==> src/rtl/ptbi_pkg.sv <==
// package for the periodic timebase interrupt block
package ptbi_pkg;
   // register bus geometry
   localparam int ADDR_W = 2;
   localparam int DATA_W = 8;

   // register offsets
   localparam logic [ADDR_W-1:0] OFF_CONTROL = 2'h0;
   localparam logic [ADDR_W-1:0] OFF_STATUS  = 2'h1;
   localparam logic [ADDR_W-1:0] OFF_MASK    = 2'h2;

   // timebase_control field positions
   localparam int CTL_PENDING = 7;
   localparam int CTL_RATE_HI = 6;
   localparam int CTL_RATE_LO = 4;
   localparam int CTL_ACK     = 3;
   localparam int CTL_IRQ_EN  = 2;
   localparam int CTL_CHAIN   = 1;

   // status and mask field positions
   localparam int ST_TICK    = 0;
   localparam int ST_OVERRUN = 1;
   localparam int ST_W       = 2;

   // reset values
   localparam logic [2:0]      RATE_RST  = 3'h0;
   localparam logic [ST_W-1:0] MASK_RST  = 2'h0;
   localparam logic [DATA_W-1:0] RD_ZERO = 8'h00;

   // divider chain
   localparam int CHAIN_W = 15;
   localparam int RATE_W  = 3;

   // tap bit per rate code: ratio 2^(k), event on rise of bit k-1
   localparam logic [3:0] TAP_BIT [8] = '{
      4'hE, 4'hC, 4'hA, 4'h6, 4'h5, 4'h4, 4'h3, 4'h2
   };

   // bus request carrier
   typedef struct packed {
      logic [ADDR_W-1:0] addr;
      logic [DATA_W-1:0] wdata;
      logic              wr;
      logic              rd;
   } ptbi_req_t;

   // chain activity state
   typedef enum logic [2:0] {
      PTBI_IDLE   = 3'b001,
      PTBI_RUN    = 3'b010,
      PTBI_FROZEN = 3'b100
   } ptbi_state_t;
endpackage

==> src/rtl/ptbi_top.sv <==
// periodic timebase interrupt: divider chain, control register, interrupt
//
// Implementation choices: the placing of the registers and strobed register access.
`timescale 1ns/1ps
// Notes on behaviour
// - the pending flag sets on each rollover at the tap and reads back.
// - the rate code picks divide 32768, 8192, 2048, 128, 64, 32, 16 or 8.
// - the acknowledge bit is write-only and reads as zero.
// - a one written to acknowledge clears the pending flag, a zero does not.
// - the interrupt enable is read/write, reset clear, and routes the flag.
// - the chain enable is read/write, reset clear; off holds it at zero.
// - clearing then setting the chain enable restarts the chain from zero.
// - a rollover with interrupt enable set raises the interrupt request.
// - in wait mode the chain keeps running and the register is unreachable.
// - in stop mode the chain runs only when the oscillator runs in stop.
// - otherwise the chain idles in stop, and the register is unreachable.
// - the first event comes at half a period, later ones at a full period.
// - the chain has fifteen stages of which eight can serve as the tap.

// design notes
// - the tick source is sampled by mclk, which must run far faster than it
// - a rollover and an acknowledge in one cycle leave the flag set
// - turning the chain off keeps a pending flag until it is acknowledged
// - the status register mirrors the flag and adds an overrun event
// - overrun marks a rollover that found the flag still pending
// - mask bit 0 is the interrupt enable seen a second way
// - in stop without the oscillator the chain keeps its count and resumes
// - register access is refused in wait and stop; reads then return zero
// - read data stand for one cycle after the strobe and are zero otherwise
// - the rate code must only change while the chain is off
// - the first rollover after enable comes at half the divide period
// - all later rollovers come a full divide period apart
// - reset clears every enable, the rate code, the chain and both flags
// - the interrupt output is a level, high while an enabled event pends
// - unmapped offsets read zero and ignore writes
// - mask bit 1 routes overrun to the interrupt output
// - a tick that arrives in stop without the oscillator is simply missed
// - the chain counts the tick source only, never mclk itself
// - the rate code has eight taps out of fifteen chain stages
// - the chain clears at once when it is turned off
// - a rate change while counting can give one short or long period
// - the tick source edge is seen two mclk cycles after it happens
// - the pending flag sets on the mclk edge after the counted tick edge
// - a low-power mode never clears the interrupt by itself
module ptbi_top
   import ptbi_pkg::*;
(
   input  wire logic                      mclk,
   input  wire logic                      srst,
   input  wire ptbi_pkg::ptbi_req_t       bus_req,
   output logic [ptbi_pkg::DATA_W-1:0]    bus_rdata,
   input  wire logic                      tick_source_clock,
   input  wire logic                      wait_mode,
   input  wire logic                      stop_mode,
   input  wire logic                      oscillator_run_in_stop,
   output logic                           irq
);
   import ptbi_pkg::*;

   // tick source capture
   logic                 src_meta_q;
   logic                 src_sync_q;
   logic                 src_prev_q;
   logic                 tick_edge;

   // divider chain and tap selection
   logic [CHAIN_W-1:0]   chain_q;
   logic [CHAIN_W-1:0]   tap_mask;
   logic [CHAIN_W-1:0]   half_mask;
   logic [3:0]           tap_bit;
   logic                 tap_hit;
   logic                 chain_live;

   // register bus decode
   logic                 bus_open;
   logic                 wr_ctl;
   logic                 wr_st;
   logic                 wr_mask;
   logic                 ack_ctl;
   logic                 ack_st;
   logic                 ack_clr;
   logic                 ovr_hit;
   logic                 ovr_clr;

   // control and event state
   logic                 tick_pending_flag;
   logic                 overrun_q;
   logic [RATE_W-1:0]    tick_rate_select;
   logic                 tick_irq_enable;
   logic                 tick_chain_enable;
   logic [ST_W-1:0]      mask_q;

   // register views and interrupt terms
   logic [ST_W-1:0]      status;
   logic [DATA_W-1:0]    rdata_q;
   logic [DATA_W-1:0]    rd_mux;
   logic                 irq_tick;
   logic                 irq_ovr;

   // chain activity
   ptbi_state_t          state_q;
   ptbi_state_t          state_d;

   // register access is closed in wait and stop
   assign bus_open = ~wait_mode & ~stop_mode;

   // one write enable per register offset
   assign wr_ctl   = bus_req.wr & bus_open
                   & (bus_req.addr == OFF_CONTROL);
   assign wr_st    = bus_req.wr & bus_open
                   & (bus_req.addr == OFF_STATUS);
   assign wr_mask  = bus_req.wr & bus_open
                   & (bus_req.addr == OFF_MASK);

   // tick source synchroniser and rising edge detect
   always_ff @(posedge mclk) begin
      if (srst) begin
         src_meta_q <= 1'b0;
         src_sync_q <= 1'b0;
         src_prev_q <= 1'b0;
      end else begin
         src_meta_q <= tick_source_clock;
         src_sync_q <= src_meta_q;
         src_prev_q <= src_sync_q;
      end
   end
   // one-cycle pulse on each synchronised rise of the tick source
   assign tick_edge = src_sync_q & ~src_prev_q;

   // chain activity: stopped oscillator freezes the chain in stop
   always_comb begin
      state_d = state_q;
      case (state_q)
         PTBI_IDLE: begin
            if (tick_chain_enable) begin
               state_d = PTBI_RUN;
            end
         end
         PTBI_RUN: begin
            if (!tick_chain_enable) begin
               state_d = PTBI_IDLE;
            end else if (stop_mode && !oscillator_run_in_stop) begin
               state_d = PTBI_FROZEN;
            end
         end
         PTBI_FROZEN: begin
            if (!tick_chain_enable) begin
               state_d = PTBI_IDLE;
            end else if (!stop_mode || oscillator_run_in_stop) begin
               state_d = PTBI_RUN;
            end
         end
         default: begin
            state_d = PTBI_IDLE;
         end
      endcase
   end

   // state register
   always_ff @(posedge mclk) begin
      if (srst) begin
         state_q <= PTBI_IDLE;
      end else begin
         state_q <= state_d;
      end
   end

   // chain advances only while running; wait mode does not stop it
   // the stop term closes the gap before the state register catches up
   assign chain_live = (state_q == PTBI_RUN) & tick_chain_enable
                     & ~(stop_mode & ~oscillator_run_in_stop);

   // tap selection: the chain bit that rises once per divide period
   assign tap_bit = TAP_BIT[tick_rate_select];

   // per-bit masks: the period field runs up to and including the tap bit,
   // the half-period pattern is all ones just below the tap bit
   for (genvar b = 0; b < CHAIN_W; b++) begin : g_mask
      assign tap_mask[b]  = (4'(b) <= tap_bit);
      assign half_mask[b] = (4'(b) < tap_bit);
   end

   // rollover: the tap bit is about to rise on this tick
   assign tap_hit = chain_live & tick_edge
                  & ((chain_q & tap_mask) == half_mask);

   // fifteen stage divider, held at zero while disabled
   always_ff @(posedge mclk) begin
      if (srst) begin
         chain_q <= '0;
      end else if (!tick_chain_enable) begin
         chain_q <= '0;
      end else if (chain_live && tick_edge) begin
         chain_q <= chain_q + CHAIN_W'(1);
      end
   end

   // control fields written from the bus
   always_ff @(posedge mclk) begin
      if (srst) begin
         tick_rate_select  <= RATE_RST;
         tick_irq_enable   <= 1'b0;
         tick_chain_enable <= 1'b0;
      end else if (wr_ctl) begin
         tick_rate_select  <= bus_req.wdata[CTL_RATE_HI:CTL_RATE_LO];
         tick_irq_enable   <= bus_req.wdata[CTL_IRQ_EN];
         tick_chain_enable <= bus_req.wdata[CTL_CHAIN];
      end else if (wr_mask) begin
         // mask bit 0 is a second view of the interrupt enable
         tick_irq_enable   <= bus_req.wdata[ST_TICK];
      end
   end

   // acknowledge from the control register: a one in the ack bit
   assign ack_ctl = wr_ctl & bus_req.wdata[CTL_ACK];
   // acknowledge from the status register: a one written to the flag
   assign ack_st  = wr_st & bus_req.wdata[ST_TICK];
   // either source clears; a zero written leaves the flag alone
   assign ack_clr = ack_ctl | ack_st;

   // pending flag: a rollover wins over a clear in the same cycle
   always_ff @(posedge mclk) begin
      if (srst) begin
         tick_pending_flag <= 1'b0;
      end else if (tap_hit) begin
         tick_pending_flag <= 1'b1;
      end else if (ack_clr) begin
         tick_pending_flag <= 1'b0;
      end
   end

   // overrun event and its write-one-to-clear strobe
   assign ovr_hit = tap_hit & tick_pending_flag;
   assign ovr_clr = wr_st & bus_req.wdata[ST_OVERRUN];

   // overrun: rollover while the previous one is still pending; set wins
   always_ff @(posedge mclk) begin
      if (srst) begin
         overrun_q <= 1'b0;
      end else if (ovr_hit) begin
         overrun_q <= 1'b1;
      end else if (ovr_clr) begin
         overrun_q <= 1'b0;
      end
   end

   // overrun mask bit; tick mask bit aliases the interrupt enable
   always_ff @(posedge mclk) begin
      if (srst) begin
         mask_q <= MASK_RST;
      end else if (wr_mask) begin
         mask_q <= bus_req.wdata[ST_W-1:0];
      end
   end

   // status view: overrun above the pending flag
   assign status = {overrun_q, tick_pending_flag};

   // tick interrupt term: pending flag passed by the interrupt enable
   assign irq_tick = tick_pending_flag & tick_irq_enable;
   // overrun interrupt term: overrun passed by its mask bit
   assign irq_ovr  = overrun_q & mask_q[ST_OVERRUN];

   // level interrupt while an enabled event is pending; it also wakes stop
   always_comb begin
      irq = irq_tick | irq_ovr;
   end

   // read mux; ack bit and unused bits read zero
   always_comb begin
      rd_mux = RD_ZERO;
      case (bus_req.addr)
         OFF_CONTROL: begin
            // flag, rate and enables; the ack bit always reads zero
            rd_mux[CTL_PENDING]             = tick_pending_flag;
            rd_mux[CTL_RATE_HI:CTL_RATE_LO] = tick_rate_select;
            rd_mux[CTL_ACK]                 = 1'b0;
            rd_mux[CTL_IRQ_EN]              = tick_irq_enable;
            rd_mux[CTL_CHAIN]               = tick_chain_enable;
         end
         OFF_STATUS: begin
            // both sticky events
            rd_mux[ST_W-1:0] = status;
         end
         OFF_MASK: begin
            // overrun mask above the aliased interrupt enable
            rd_mux[ST_W-1:0] = {mask_q[ST_OVERRUN], tick_irq_enable};
         end
         default: begin
            rd_mux = RD_ZERO;
         end
      endcase
   end

   // read data stands one cycle after the strobe only
   always_ff @(posedge mclk) begin
      if (srst) begin
         rdata_q <= RD_ZERO;
      end else if (bus_req.rd && bus_open) begin
         rdata_q <= rd_mux;
      end else begin
         // idle cycles and refused reads return zero
         rdata_q <= RD_ZERO;
      end
   end
   assign bus_rdata = rdata_q;

endmodule // ptbi_top

==> config.mk <==
export PLATFORM = sky130hd
export DESIGN_NAME = ptbi_top
export DESIGN_NICKNAME = d
export VERILOG_FILES = /design/src/rtl/ptbi_pkg.sv /design/src/rtl/ptbi_top.sv
export SDC_FILE = /design/constraint.sdc
export NUM_CORES = 1
export LEC_CHECK = 0
export ABC_AREA = 1
export CORE_MARGIN = 1.5
export CORE_UTILIZATION = 45
export DETAILED_ROUTE_END_ITERATION = 7
export DONT_BUFFER_PORTS = 1
export PLACE_DENSITY = 0.66
export SYNTH_ARGS = -nofsm -noshare
export SYNTH_HDL_FRONTEND = slang
export SYNTH_SLANG_ARGS = --single-unit
export TNS_END_PERCENT = 100
==> constraint.sdc <==
create_clock -name mclk -period 3.2 [get_ports mclk]
set_clock_uncertainty 0.05 [all_clocks]
set_input_delay 0.48 -clock mclk [delete_from_list [all_inputs] [get_ports mclk]]
set_output_delay 0.48 -clock mclk [all_outputs]
set_load 0.1 [all_outputs]
* After elaboration in Yosys (flattened, before gate mapping)
Memory sizes are Yosys's and may differ from the RTL's.
Index checks and enable logic that the tools add are counted.
** Storage, ports and cells
- Register bits :: 38
- Memories :: 1
- Output and inout bits :: 9
- Bits in read-only memories :: 32
- Bits of input ports :: 18
- Logic and storage cells :: 114
** Memory list
- (no name shown) :: depth 8, width 4, rd ports 1, clocked after memory_dff 0, wr ports 0, RTL line ptbi_top.sv:174 : assign tap_bit = TAP_BIT[tick_rate_select];
** Operators by class
- Equality and inequality tests :: 9
- Reduce and logical (&&, ||, !) cells :: 14
- Add/sub/neg operators :: 1
- Order comparisons :: 31
- Bitwise logic cells :: 29
- Muxes and demuxes :: 16
** Operators with widths (number)
- 4-bit <= comparator (first input constant) :: 7
- 4-bit less-than comparator (first input constant) :: 7
- 1-bit bitwise AND :: 17
- 3-bit by 4-bit <= comparator with 1-bit output (first input constant) :: 4
- 3-bit by 4-bit less-than comparator with 1-bit output (first input constant) :: 4
- 15-bit by 1-bit adder with 15-bit output (second input constant) :: 1
- 15-bit bitwise AND :: 1
- 15-bit == test :: 1
- 3-bit two-way mux :: 5
- 3-bit one-hot mux with 3 select lines :: 1
- 1-bit by 4-bit <= comparator with 1-bit output (first input constant) :: 2
- 2-bit by 4-bit <= comparator with 1-bit output (first input constant) :: 2
- 1-bit by 4-bit less-than comparator with 1-bit output (first input constant) :: 2
- 2-bit by 4-bit less-than comparator with 1-bit output (first input constant) :: 2
- 4-bit two-way mux :: 2
- 1-bit inverter :: 8
- 1-bit two-way mux :: 6
- 3-bit != test (second input constant) :: 2
- 2-bit nonzero test :: 3
- 4-bit greater-or-equal comparator (second input constant) :: 1
- 3-bit inverter with 4-bit output :: 1
- 2-bit OR reduction :: 2
- 3-bit by 1-bit == test with 1-bit output (second input constant) :: 1
- 3-bit by 2-bit == test with 1-bit output (second input constant) :: 1
- 13 further kinds :: 17

* Longest topological paths before layout
Gate-level depths: netlist (run 1).
- Word-level depth :: 10
- Gate-level depth with buffers :: 10
- Gate-level depth less buffers :: 9

* Worst setup path before layout (run 1)
OpenSTA, ideal clock, no wires.
- Path type :: register to output
- Start point :: register tick_pending_flag
- End point :: output irq
- Cell stages (with the launch flop) :: 3
- Path buffers :: 0
- Arrival :: 2.513 ns
- Slack :: 0.157 ns
- Required time :: 2.670 ns
- Cells stage by stage :: dfxtp_1 > inv_1 > o21ai_0
** On the way
- Word-level cells in the longest chain between the ends :: 2
** Ends and longest elaborated chain
- start: declaration :: RTL line ptbi_top.sv:86 : logic tick_pending_flag;
- start signal: assignment :: RTL line ptbi_top.sv:224 : tick_pending_flag <= 1'b0;
- start signal: assignment :: RTL line ptbi_top.sv:226 : tick_pending_flag <= 1'b1;
- start signal: assignment :: RTL line ptbi_top.sv:228 : tick_pending_flag <= 1'b0;
- 1-bit bitwise AND :: RTL line ptbi_top.sv:260 : assign irq_tick = tick_pending_flag & tick_irq_enable;
- 1-bit OR :: RTL line ptbi_top.sv:266 : irq = irq_tick | irq_ovr;
- end: declaration :: RTL line ptbi_top.sv:56 : output logic irq
No other way between the ends.

* Final worst setup path (run 1)
- Start point :: register rdata_q[6], in the netlist bus_rdata[6]
- End point :: output bus_rdata[6] (netlist bit)
** RTL lines
- start: declaration :: RTL line ptbi_top.sv:95 : logic [DATA_W-1:0] rdata_q;
- start signal: assignment :: RTL line ptbi_top.sv:300 : rdata_q <= rd_mux;
- end: declaration :: RTL line ptbi_top.sv:51 : output logic [ptbi_pkg::DATA_W-1:0] bus_rdata,
No word-level cell between the ends.

==> flow_summary.toml, run 1 <==
[synthesis]
synth_ff_type = "dfxtp_1"
ys_seq_area_share_pct = 38.5
synth_edf_count = 0
ys_async_sr_fraction_pct = 0
syn_nets = 297
ys_ff_latch = 36
avgSynthCellArea_sq_um = 6.85
synth_cell_types = 28
netlist_area_sq_um = 1870
yosys_warnings = 0
syn_inst = 273

[setup_path]
critPathCaptureType = "primary output"
cp.arrival_ps = 1240
critPathLaunchType = "flip-flop"
crit_fanout = 1
path_class = "reg -> out"
cp_data_required_time_ps = 2670

[place]
globalplace.congestion = 0.774
dp_hpwl_um = 2790
place_area_sq_um = 1920
io_buffers = 0

[clocking]
path_clk_slew_ps = 80
cts_hold_buf = 0
cts_tree = "built"
clk_latency_ps = 290
htree_levels = 2
cts_num_sinks = 36
root_buffer = "clkbuf_8"
cts_resized = 0
cts_max_path_buffers = 2
post_cts_buffers = 0
numCtsBuffers = 5

[timing]
finalHoldViolCount = 0
rsz0062_at_grt = "no"
setup_viol = 0
tightest_slew_ps = 939
maxSlewHeadroom_pct = 37.3
finalSetupTns_ps = 0
finalCriticalPeriod_ps = 1770
maxSlewViolCount = 0
max_freq_mhz = 566
fin_crit_sh_pct = 55.2

[finish]
n_antenna_cell = 0
fill_cells = 407
final_common_cell = "nand2_1"
drive_gt1_share_pct = 8.63
design_area_sq_um = 2030
final_util_pct = 50.7
final_cell_mix = "61 x nand2_1, 38 x inv_1, 36 x dfxtp_1, 30 x nor2_1, 21 x a21oi_1"
multi_input_area_sq_um = 972
areaGrowthSynthToFinish_pct = 8.43
final_nets = 301
seqCellArea_sq_um = 721

[global_routing]
grt_usage_pct = 17.4
antenna_found_initial = 0
grt_pass1_vias = 1407
grt_max_degree = 14
overflow = 0
grt_pass1_wl_um = 6040

[pwr]
power_density_nw_per_um2 = 450
swShare_pct = 23.0
clkPwrFrac_pct = 43.7
max-vdd-ir-drop_mv = 0.227
power.internal_uw = 703
power_leakage_nw = 0.756
seqPwrFrac_pct = 50.6
combPwrFrac_pct = 5.6
p_sw_uw = 210

[routing]
drc = 0
drt-initial-drc-count = 77
ant_nets = 0
wl_um = 3670
viasPerCell = 5.01
wl_per_cell_um = 11.2
route.vias.total = 1644
firstDrtPassIters = 4

[floorplanning]
pin_count = 27
num_rows = 23
dieArea_sq_um = 4550
die_x_um = 67.5
initial_core_util_pct = 46.8
core_sq_um = 4000
die_h_um = 67.5

[worst_hold_path]
hold_class = "in -> reg"

[run]
maxCapViolations = 0

[run_status]
status = "finished clean"
-- state kept, by name, summed over array words and instances (netlist names) --
| name | flops |
|---|---|
| chain_q | 15 |
| bus_rdata | 7 |
| state_q | 3 |
| tick_rate_select | 3 |
| mask_q | 1 |
| overrun_q | 1 |
| src_meta_q | 1 |
| src_prev_q | 1 |
| src_sync_q | 1 |
| tick_chain_enable | 1 |
| tick_irq_enable | 1 |
| tick_pending_flag | 1 |
-- path summary, 6_finish.rpt --
check / slack [ps] / from / cells after the start / end
min: 200 / srst / 1 / src_sync_q
max reg2reg: 1600 / tick_chain_enable / 5 / chain_q[7]
max: 1430 / bus_rdata[6] / 0 / bus_rdata[6]
min reg2reg: 360 / src_meta_q / 2 / src_sync_q
-- per-stage QoR --
step | worst slack (ps) | hold WS (ps) | power, mW | std cells
3_3_place_gp | 1600 | 349 | 0.524 | 320
2_1_floorplan | 157 | 338 | 0.518 | 273
6_report | 1430 | 202 | 0.913 | 328
5_1_grt | 1390 | 182 | 0.956 | 328
4_1_cts | 1420 | 189 | 0.929 | 328
3_5_place_dp | 1570 | 351 | 0.524 | 320
-- layout make-up --
class                           instances  share of cell area, %
Tap cell                               50                   3.08
Clock inverter                          3                   2.10
Timing Repair Buffer                    1                  0.370
Clock buffer                            5                   3.39
Sequential cell                        36                   35.5
Multi-Input combinational cell        192                   47.9
Inverter                               41                   7.59
-- logic make-up (layout without fill, tap and decap cells) --
family,count (synthesis),in the layout,share of synthesized area (%)
other,1,1,0.200
AND/OR/NAND/NOR,143,143,35.5
buffers and inverters,45,50,9.70
XOR/XNOR,3,3,1.40
AO/OA/AOI/OAI,39,39,10.7
flip-flops,36,36,38.5
adder cells (fa/ha/maj),6,6,4.01
-- synth_stat cells, types with 2 or more instances --
| cell type | number | area share [%] |
|---|---|---|
| inv_1 | 38 | 7.6 |
| nor2_1 | 30 | 6.0 |
| nand2_1 | 61 | 12 |
| a21oi_1 | 21 | 5.6 |
| nand4_1 | 9 | 3.0 |
| nor3_1 | 10 | 2.7 |
| nand2_2 | 3 | 1.0 |
| nand3_1 | 20 | 5.4 |
| inv_2 | 3 | 0.60 |
| nor3b_1 | 2 | 0.80 |
| o21ai_0 | 14 | 3.7 |
| ha_1 | 6 | 4.0 |
| nor2_2 | 3 | 1.0 |
| dfxtp_1 | 36 | 39 |
| nor2_4 | 2 | 1.2 |
| xor2_1 | 2 | 0.94 |
| o21ai_1 | 2 | 0.54 |
-- power groups by stage --
stage | Clock, mW | Combinational, mW | Sequential, mW
4_1_cts | 0.415 | 0.0516 | 0.462
3_5_place_dp | 0 | 0.0514 | 0.473
5_1_grt | 0.432 | 0.0607 | 0.463
6_report | 0.399 | 0.0514 | 0.463
3_3_place_gp | 0 | 0.0509 | 0.473
2_1_floorplan | 0 | 0.0460 | 0.472
-- routing by layer --
layer,track usage (%),part of all wire [%],routed length (um),vias up
met4,4.59,1.1,40,0
met5,0,0,0,-
met2,26.8,45,1650,26
met3,6.00,3.9,143,4
met1,23.2,50,1840,730
li1,-,-,-,884
(Power assumes the default switching activity.)
==> run 2: changes to the inputs <==
--- a/config.mk
+++ b/config.mk
@@ -5,7 +5,7 @@
 export SDC_FILE = /design/constraint.sdc
 export NUM_CORES = 1
 export LEC_CHECK = 0
-export ABC_AREA = 1
+export ABC_AREA = 0
 export CORE_MARGIN = 1.5
 export CORE_UTILIZATION = 45
 export DETAILED_ROUTE_END_ITERATION = 7
==> constraint.sdc (replaced) <==
create_clock -name mclk -period 1.9 [get_ports mclk]
set_clock_uncertainty 0.05 [all_clocks]
set_input_delay 0.285 -clock mclk [delete_from_list [all_inputs] [get_ports mclk]]
set_output_delay 0.285 -clock mclk [all_outputs]
set_load 0.1 [all_outputs]
==> run 2 against run 1 <==
- synthesized area down 3.0%
- via count down 7.0%
- core utilization up 4.3 points
- critical path type is now reg -> reg
- critical endpoint is now chain_q[9]
- largest cell class unchanged
==> flow_summary.toml, run 2 <==
[timing]
maxSlewHeadroom_pct = 63.4
max_freq_mhz = 550
setup_viol = 0
tightest_slew_ps = 549
maxSlewViolCount = 0
finalHoldViolCount = 0
finalCriticalPeriod_ps = 1820
finalSetupTns_ps = 0
fin_crit_sh_pct = 95.7
rsz0062_at_grt = "no"

[synthesis]
synth_cell_types = 53
yosysTopAreaCell = "dfxtp_1"
synth_ff_type = "dfxtp_1"
synth_top_area_share_pct = 39.7
syn_inst = 203
yosysMostFrequentCell = "dfxtp_1"
netlist_top_cells_count = "36 x dfxtp_1, 17 x nand2_1, 14 x nor2_1, 10 x inv_1, 10 x mux2i_1"
ys_ff_latch = 36
synth_edf_count = 0
syn_nets = 227
synthTopCellsByArea = "dfxtp_1 40%, mux2i_1 5.5%, ha_1 4.1%"
ys_seq_area_share_pct = 39.7
avgSynthCellArea_sq_um = 8.94
ys_async_sr_fraction_pct = 0
yosys_warnings = 0
netlist_area_sq_um = 1810

[pwr]
power_leakage_nw = 0.791
power_density_nw_per_um2 = 720
max-vdd-ir-drop_mv = 0.514

[routing]
viasPerCell = 5.75
wl_per_cell_um = 14.8
drc = 0
ant_nets = 0
firstDrtPassIters = 5
drt-initial-drc-count = 130
route.vias.total = 1529
wl_um = 3940

[finish]
fin_cells = 266
top_register = "chain_q"
areaGrowthSynthToFinish_pct = 14.3
final_nets = 241
n_antenna_cell = 0
drive_gt1_share_pct = 16.1
fill_cells = 332
final_cell_mix = "34 x dfxtp_1, 17 x nand2_1, 15 x buf_4, 14 x nor2_1"
final_common_cell = "dfxtp_1"
largest_register_ffs = 15

[global_routing]
globalRoute.busiestLayer = "met2"
antenna_found_initial = 0
grt_pass1_vias = 1452
grtUsageMet1_pct = 23.3
overflow = 0
grt_pass1_wl_um = 6470
grt_max_degree = 14
gr-usage-met3_pct = 6.42
grt_usage_pct = 19.6
grt_use_met2_pct = 32.4

[setup_path]
critPathCaptureType = "flip-flop"
critPathLaunchType = "flip-flop"
crit_family = "simple AND/OR/NAND/NOR gates"
cpMostUsedCell = "or4_4"
cpMaxStageDelayCell = "or4_4"
crit_buf_inv = 0
cp_data_required_time_ps = 2040
crit_fanout = 6
cp_cell_sequence = "nand2b_2 > or4_4 > or4_4 > mux2i_1"
cp.arrival_ps = 1960
max_stage_delay_ps = 570
path_class = "reg -> reg"

[clocking]
numCtsBuffers = 5
htree_levels = 2
root_buffer = "clkbuf_8"
cts_tree = "built"
path_clk_slew_ps = 70
clk_latency_ps = 290
cts_num_sinks = 36
cts_max_path_buffers = 2

[place]
dp_cells = 256
dp_hpwl_um = 2840
io_buffers = 0
globalplace.congestion = 0.822

[run]
maxCapViolations = 0

[floorplanning]
initial_core_util_pct = 48.1
core_sq_um = 3770
num_rows = 22
die_h_um = 66.5
pin_count = 27
die_x_um = 66.5
dieArea_sq_um = 4420

[run_status]
status = "finished clean"

[worst_hold_path]
hold_class = "in -> reg"
==> run 2: layout make-up <==
class	count	area (sq um)	area share, %
multi-input combinational	147	1010	48.6
tap	48	60.1	2.90
clock buffer	5	68.8	3.32
clock inverter	3	42.5	2.05
timing repair buffer	17	133	6.40
sequential	36	723	34.9
inverter	10	37.5	1.81
==> run 2: where the power goes <==
| part | total (mW) | internal, mW | switching, mW | leakage [nW] |
|---|---|---|---|---|
| registers | 0.764 | 0.759 | 0.00483 | 0.291 |
| clock network | 0.673 | 0.388 | 0.285 | 0.0541 |
| logic | 0.0547 | 0.0218 | 0.0328 | 0.446 |
==> run 2: layer usage <==
metal / share of wire, % / vias to the layer above
li1: - / 760
met5: 0 / -
met2: 49 / 51
met3: 5.9 / 7
met4: 1.7 / 0
met1: 43 / 711
==> run 2: per-stage QoR <==
step | utilization [%] | hold slack, ps | setup slack [ps] | power [mW] | instance area (sq um)
6_report | 55.0 | 31.7 | 81.3 | 1.49 | 2070
5_1_grt | 55.0 | 21.5 | 17.6 | 1.55 | 2070
4_1_cts | 54.6 | 0.697 | 47.3 | 1.51 | 2060
3_5_place_dp | 51.4 | 310 | 54.8 | 0.830 | 1940
3_3_place_gp | 51.4 | 308 | 107 | 0.828 | 1940
2_1_floorplan | - | 307 | 143 | 0.823 | 1810
==> run 2: timing repair <==
| action | in CTS | in global routing |
|---|---|---|
| buffers inserted | 0 | 0 |
| resized for setup | 0 | 2 |
| setup endpoints to repair | 0 | 2 |
| hold buffers | 1 | 1 |
| hold endpoints to repair | 8 | 1 |
==> run 2: final timing paths <==
check / end / from / depth (start not counted) / slack, ps
max: chain_q[9] / state_q[0] / 4 / 80
min reg2reg: src_sync_q / src_meta_q / 1 / 410
min: tick_pending_flag / srst / 1 / 30
max reg2reg: chain_q[9] / state_q[0] / 4 / 80
==> run 2: logic make-up (layout without fill, tap and decap cells) <==
group,after synthesis,count (layout),synth area share (%)
other,1,1,0.207
AO/OA/AOI/OAI,39,39,15.9
multiplexers,11,11,6.14
XOR/XNOR,3,3,1.45
flip-flops,36,36,39.7
AND/OR/NAND/NOR,87,87,27.8
buffers and inverters,20,35,4.69
adder cells (fa/ha/maj),6,6,4.14
==> run 3: changes to the inputs <==
==> constraint.sdc (replaced) <==
create_clock -name mclk -period 1.9 [get_ports mclk]
set_clock_uncertainty 0.05 [all_clocks]
set_input_delay 0.19 -clock mclk [delete_from_list [all_inputs] [get_ports mclk]]
set_output_delay 0.19 -clock mclk [all_outputs]
set_load 0.1 [all_outputs]
==> run 3 against run 2 <==
- final area fell by 0.91%
- count of clock-buffer cells in the layout grew 1
- sequential share of layout area up 0.32 points
- cell count is the same
- clock power fell by 17%
- sequential power about the same
- maximum frequency increased by 0.60%
- hold slack lost 28 ps
- core utilization down 0.50 points
- via count is 0.92% higher
- largest cell class unchanged
==> flow_summary.toml, run 3 (synthesis results as in run 2) <==
[global_routing]
grt_pass1_vias = 1519
antenna_found_initial = 0
grt_usage_pct = 19.6
grt_max_degree = 14
overflow = 0
grt_pass1_wl_um = 6610

[clocking]
cts_num_sinks = 36
numCtsBuffers = 5
root_buffer = "clkbuf_8"
post_cts_buffers = 0
cts_max_path_buffers = 2
clk_latency_ps = 290
cts_tree = "built"
htree_levels = 2
path_clk_slew_ps = 70

[run]
maxCapViolations = 0

[place]
dp_cells = 256
place_area_sq_um = 1940
dp_hpwl_um = 2910
io_buffers = 0
globalplace.congestion = 0.863

[finish]
fin_cells = 266
n_antenna_cell = 0
areaGrowthSynthToFinish_pct = 13.2
drive_gt1_share_pct = 16.1
final_nets = 241
design_area_sq_um = 2050
final_cell_mix = "34 x dfxtp_1, 17 x nand2_1, 15 x buf_4, 14 x nor2_1"
final_common_cell = "dfxtp_1"
largest_register_ffs = 15
fill_cells = 356
top_register = "chain_q"

[setup_path]
crit_family = "simple AND/OR/NAND/NOR gates"
critPathLaunchType = "flip-flop"
cpMostUsedCell = "or4_4"
r2r_start = "state_q[0]"
cpMaxStageDelayCell = "or4_4"
critPathCaptureType = "flip-flop"
cp_cell_sequence = "nand2b_2 > or4_4 > or4_4 > mux2i_1"
max_stage_delay_ps = 560
startpoint = "state_q[0]"
cp.arrival_ps = 1940
path_class = "reg -> reg"
crit_buf_inv = 0
cp_data_required_time_ps = 2030
crit_fanout = 6

[routing]
viasPerCell = 5.80
wl_um = 3990
met2_length_um = 2040
wl_per_cell_um = 15.0
top_layer = "met4"
drc = 0
firstDrtPassIters = 5
ant_nets = 0
met1_length_um = 1770
route.vias.total = 1543
wl_met3_um = 175
drt-initial-drc-count = 115

[pwr]
clkPwrFrac_pct = 40.5
max-vdd-ir-drop_mv = 0.494
p_sw_uw = 307
swShare_pct = 22.3
power.internal_mw = 1.07
combPwrFrac_pct = 4.0
power_density_nw_per_um2 = 670
power_leakage_nw = 0.788
seqPwrFrac_pct = 55.5

[timing]
tightest_slew_ps = 562
fin_crit_sh_pct = 95.2
rsz0062_at_grt = "no"
max_freq_mhz = 553
finalCriticalPeriod_ps = 1810
maxSlewViolCount = 0
setup_viol = 0
maxSlewHeadroom_pct = 62.5
finalSetupTns_ps = 0
finalHoldViolCount = 0

[worst_hold_path]
hold_start = "bus_req[3]"
hold_class = "in -> reg"

[floorplanning]
core_sq_um = 3770
pin_count = 27
initial_core_util_pct = 48.1
dieArea_sq_um = 4420
num_rows = 22
die_x_um = 66.5
die_h_um = 66.5

[run_status]
status = "finished clean"
## run 3: power groups by stage
stage | registers, mW | clock network, mW | logic, mW
after detailed placement | 0.781 | 0 | 0.0478
after global placement | 0.781 | 0 | 0.0468
after global routing | 0.764 | 0.600 | 0.0605
after CTS | 0.764 | 0.571 | 0.0546
after floorplan | 0.780 | 0 | 0.0433
final | 0.764 | 0.558 | 0.0552
## run 3: repair_timing
item,4_1_cts,5_1_grt
gates resized for setup,0,2
hold buffers,2,0
endpoints found under the setup margin,0,1
endpoints found under the hold margin,11,0
## run 3: final timing paths
path	cells after the start	slack, ps	endpoint
max	4	90	chain_q[9]
min reg2reg	1	400	src_sync_q
max reg2reg	4	90	chain_q[9]
min	2	4	mask_q[1]
## run 3: cell type report
class	count	area, sq um	area share (%)
Inverter	10	37.5	1.83
Multi-Input combinational cell	147	1010	49.1
Timing Repair Buffer	17	133	6.46
Tap cell	48	60.1	2.92
Clock buffer	6	82.6	4.02
Clock inverter	2	10.0	0.487
Sequential cell	36	723	35.2
## run 3: metrics by stage
stage	total power [mW]	hold slack, ps	worst slack, ps	util, %
floorplan	0.823	212	143	-
detailed placement	0.829	216	75.3	51.4
CTS	1.39	2.96	60.5	54.4
global placement	0.828	213	109	51.4
global route	1.43	11.2	13.1	54.5
finish	1.38	3.79	92.0	54.5
## run 3: layer usage
metal,vias to the layer above,GRT usage [%]
met1,740,23.6
met3,2,4.73
met5,-,0
met2,35,33.6
met4,0,7.40
li1,766,-
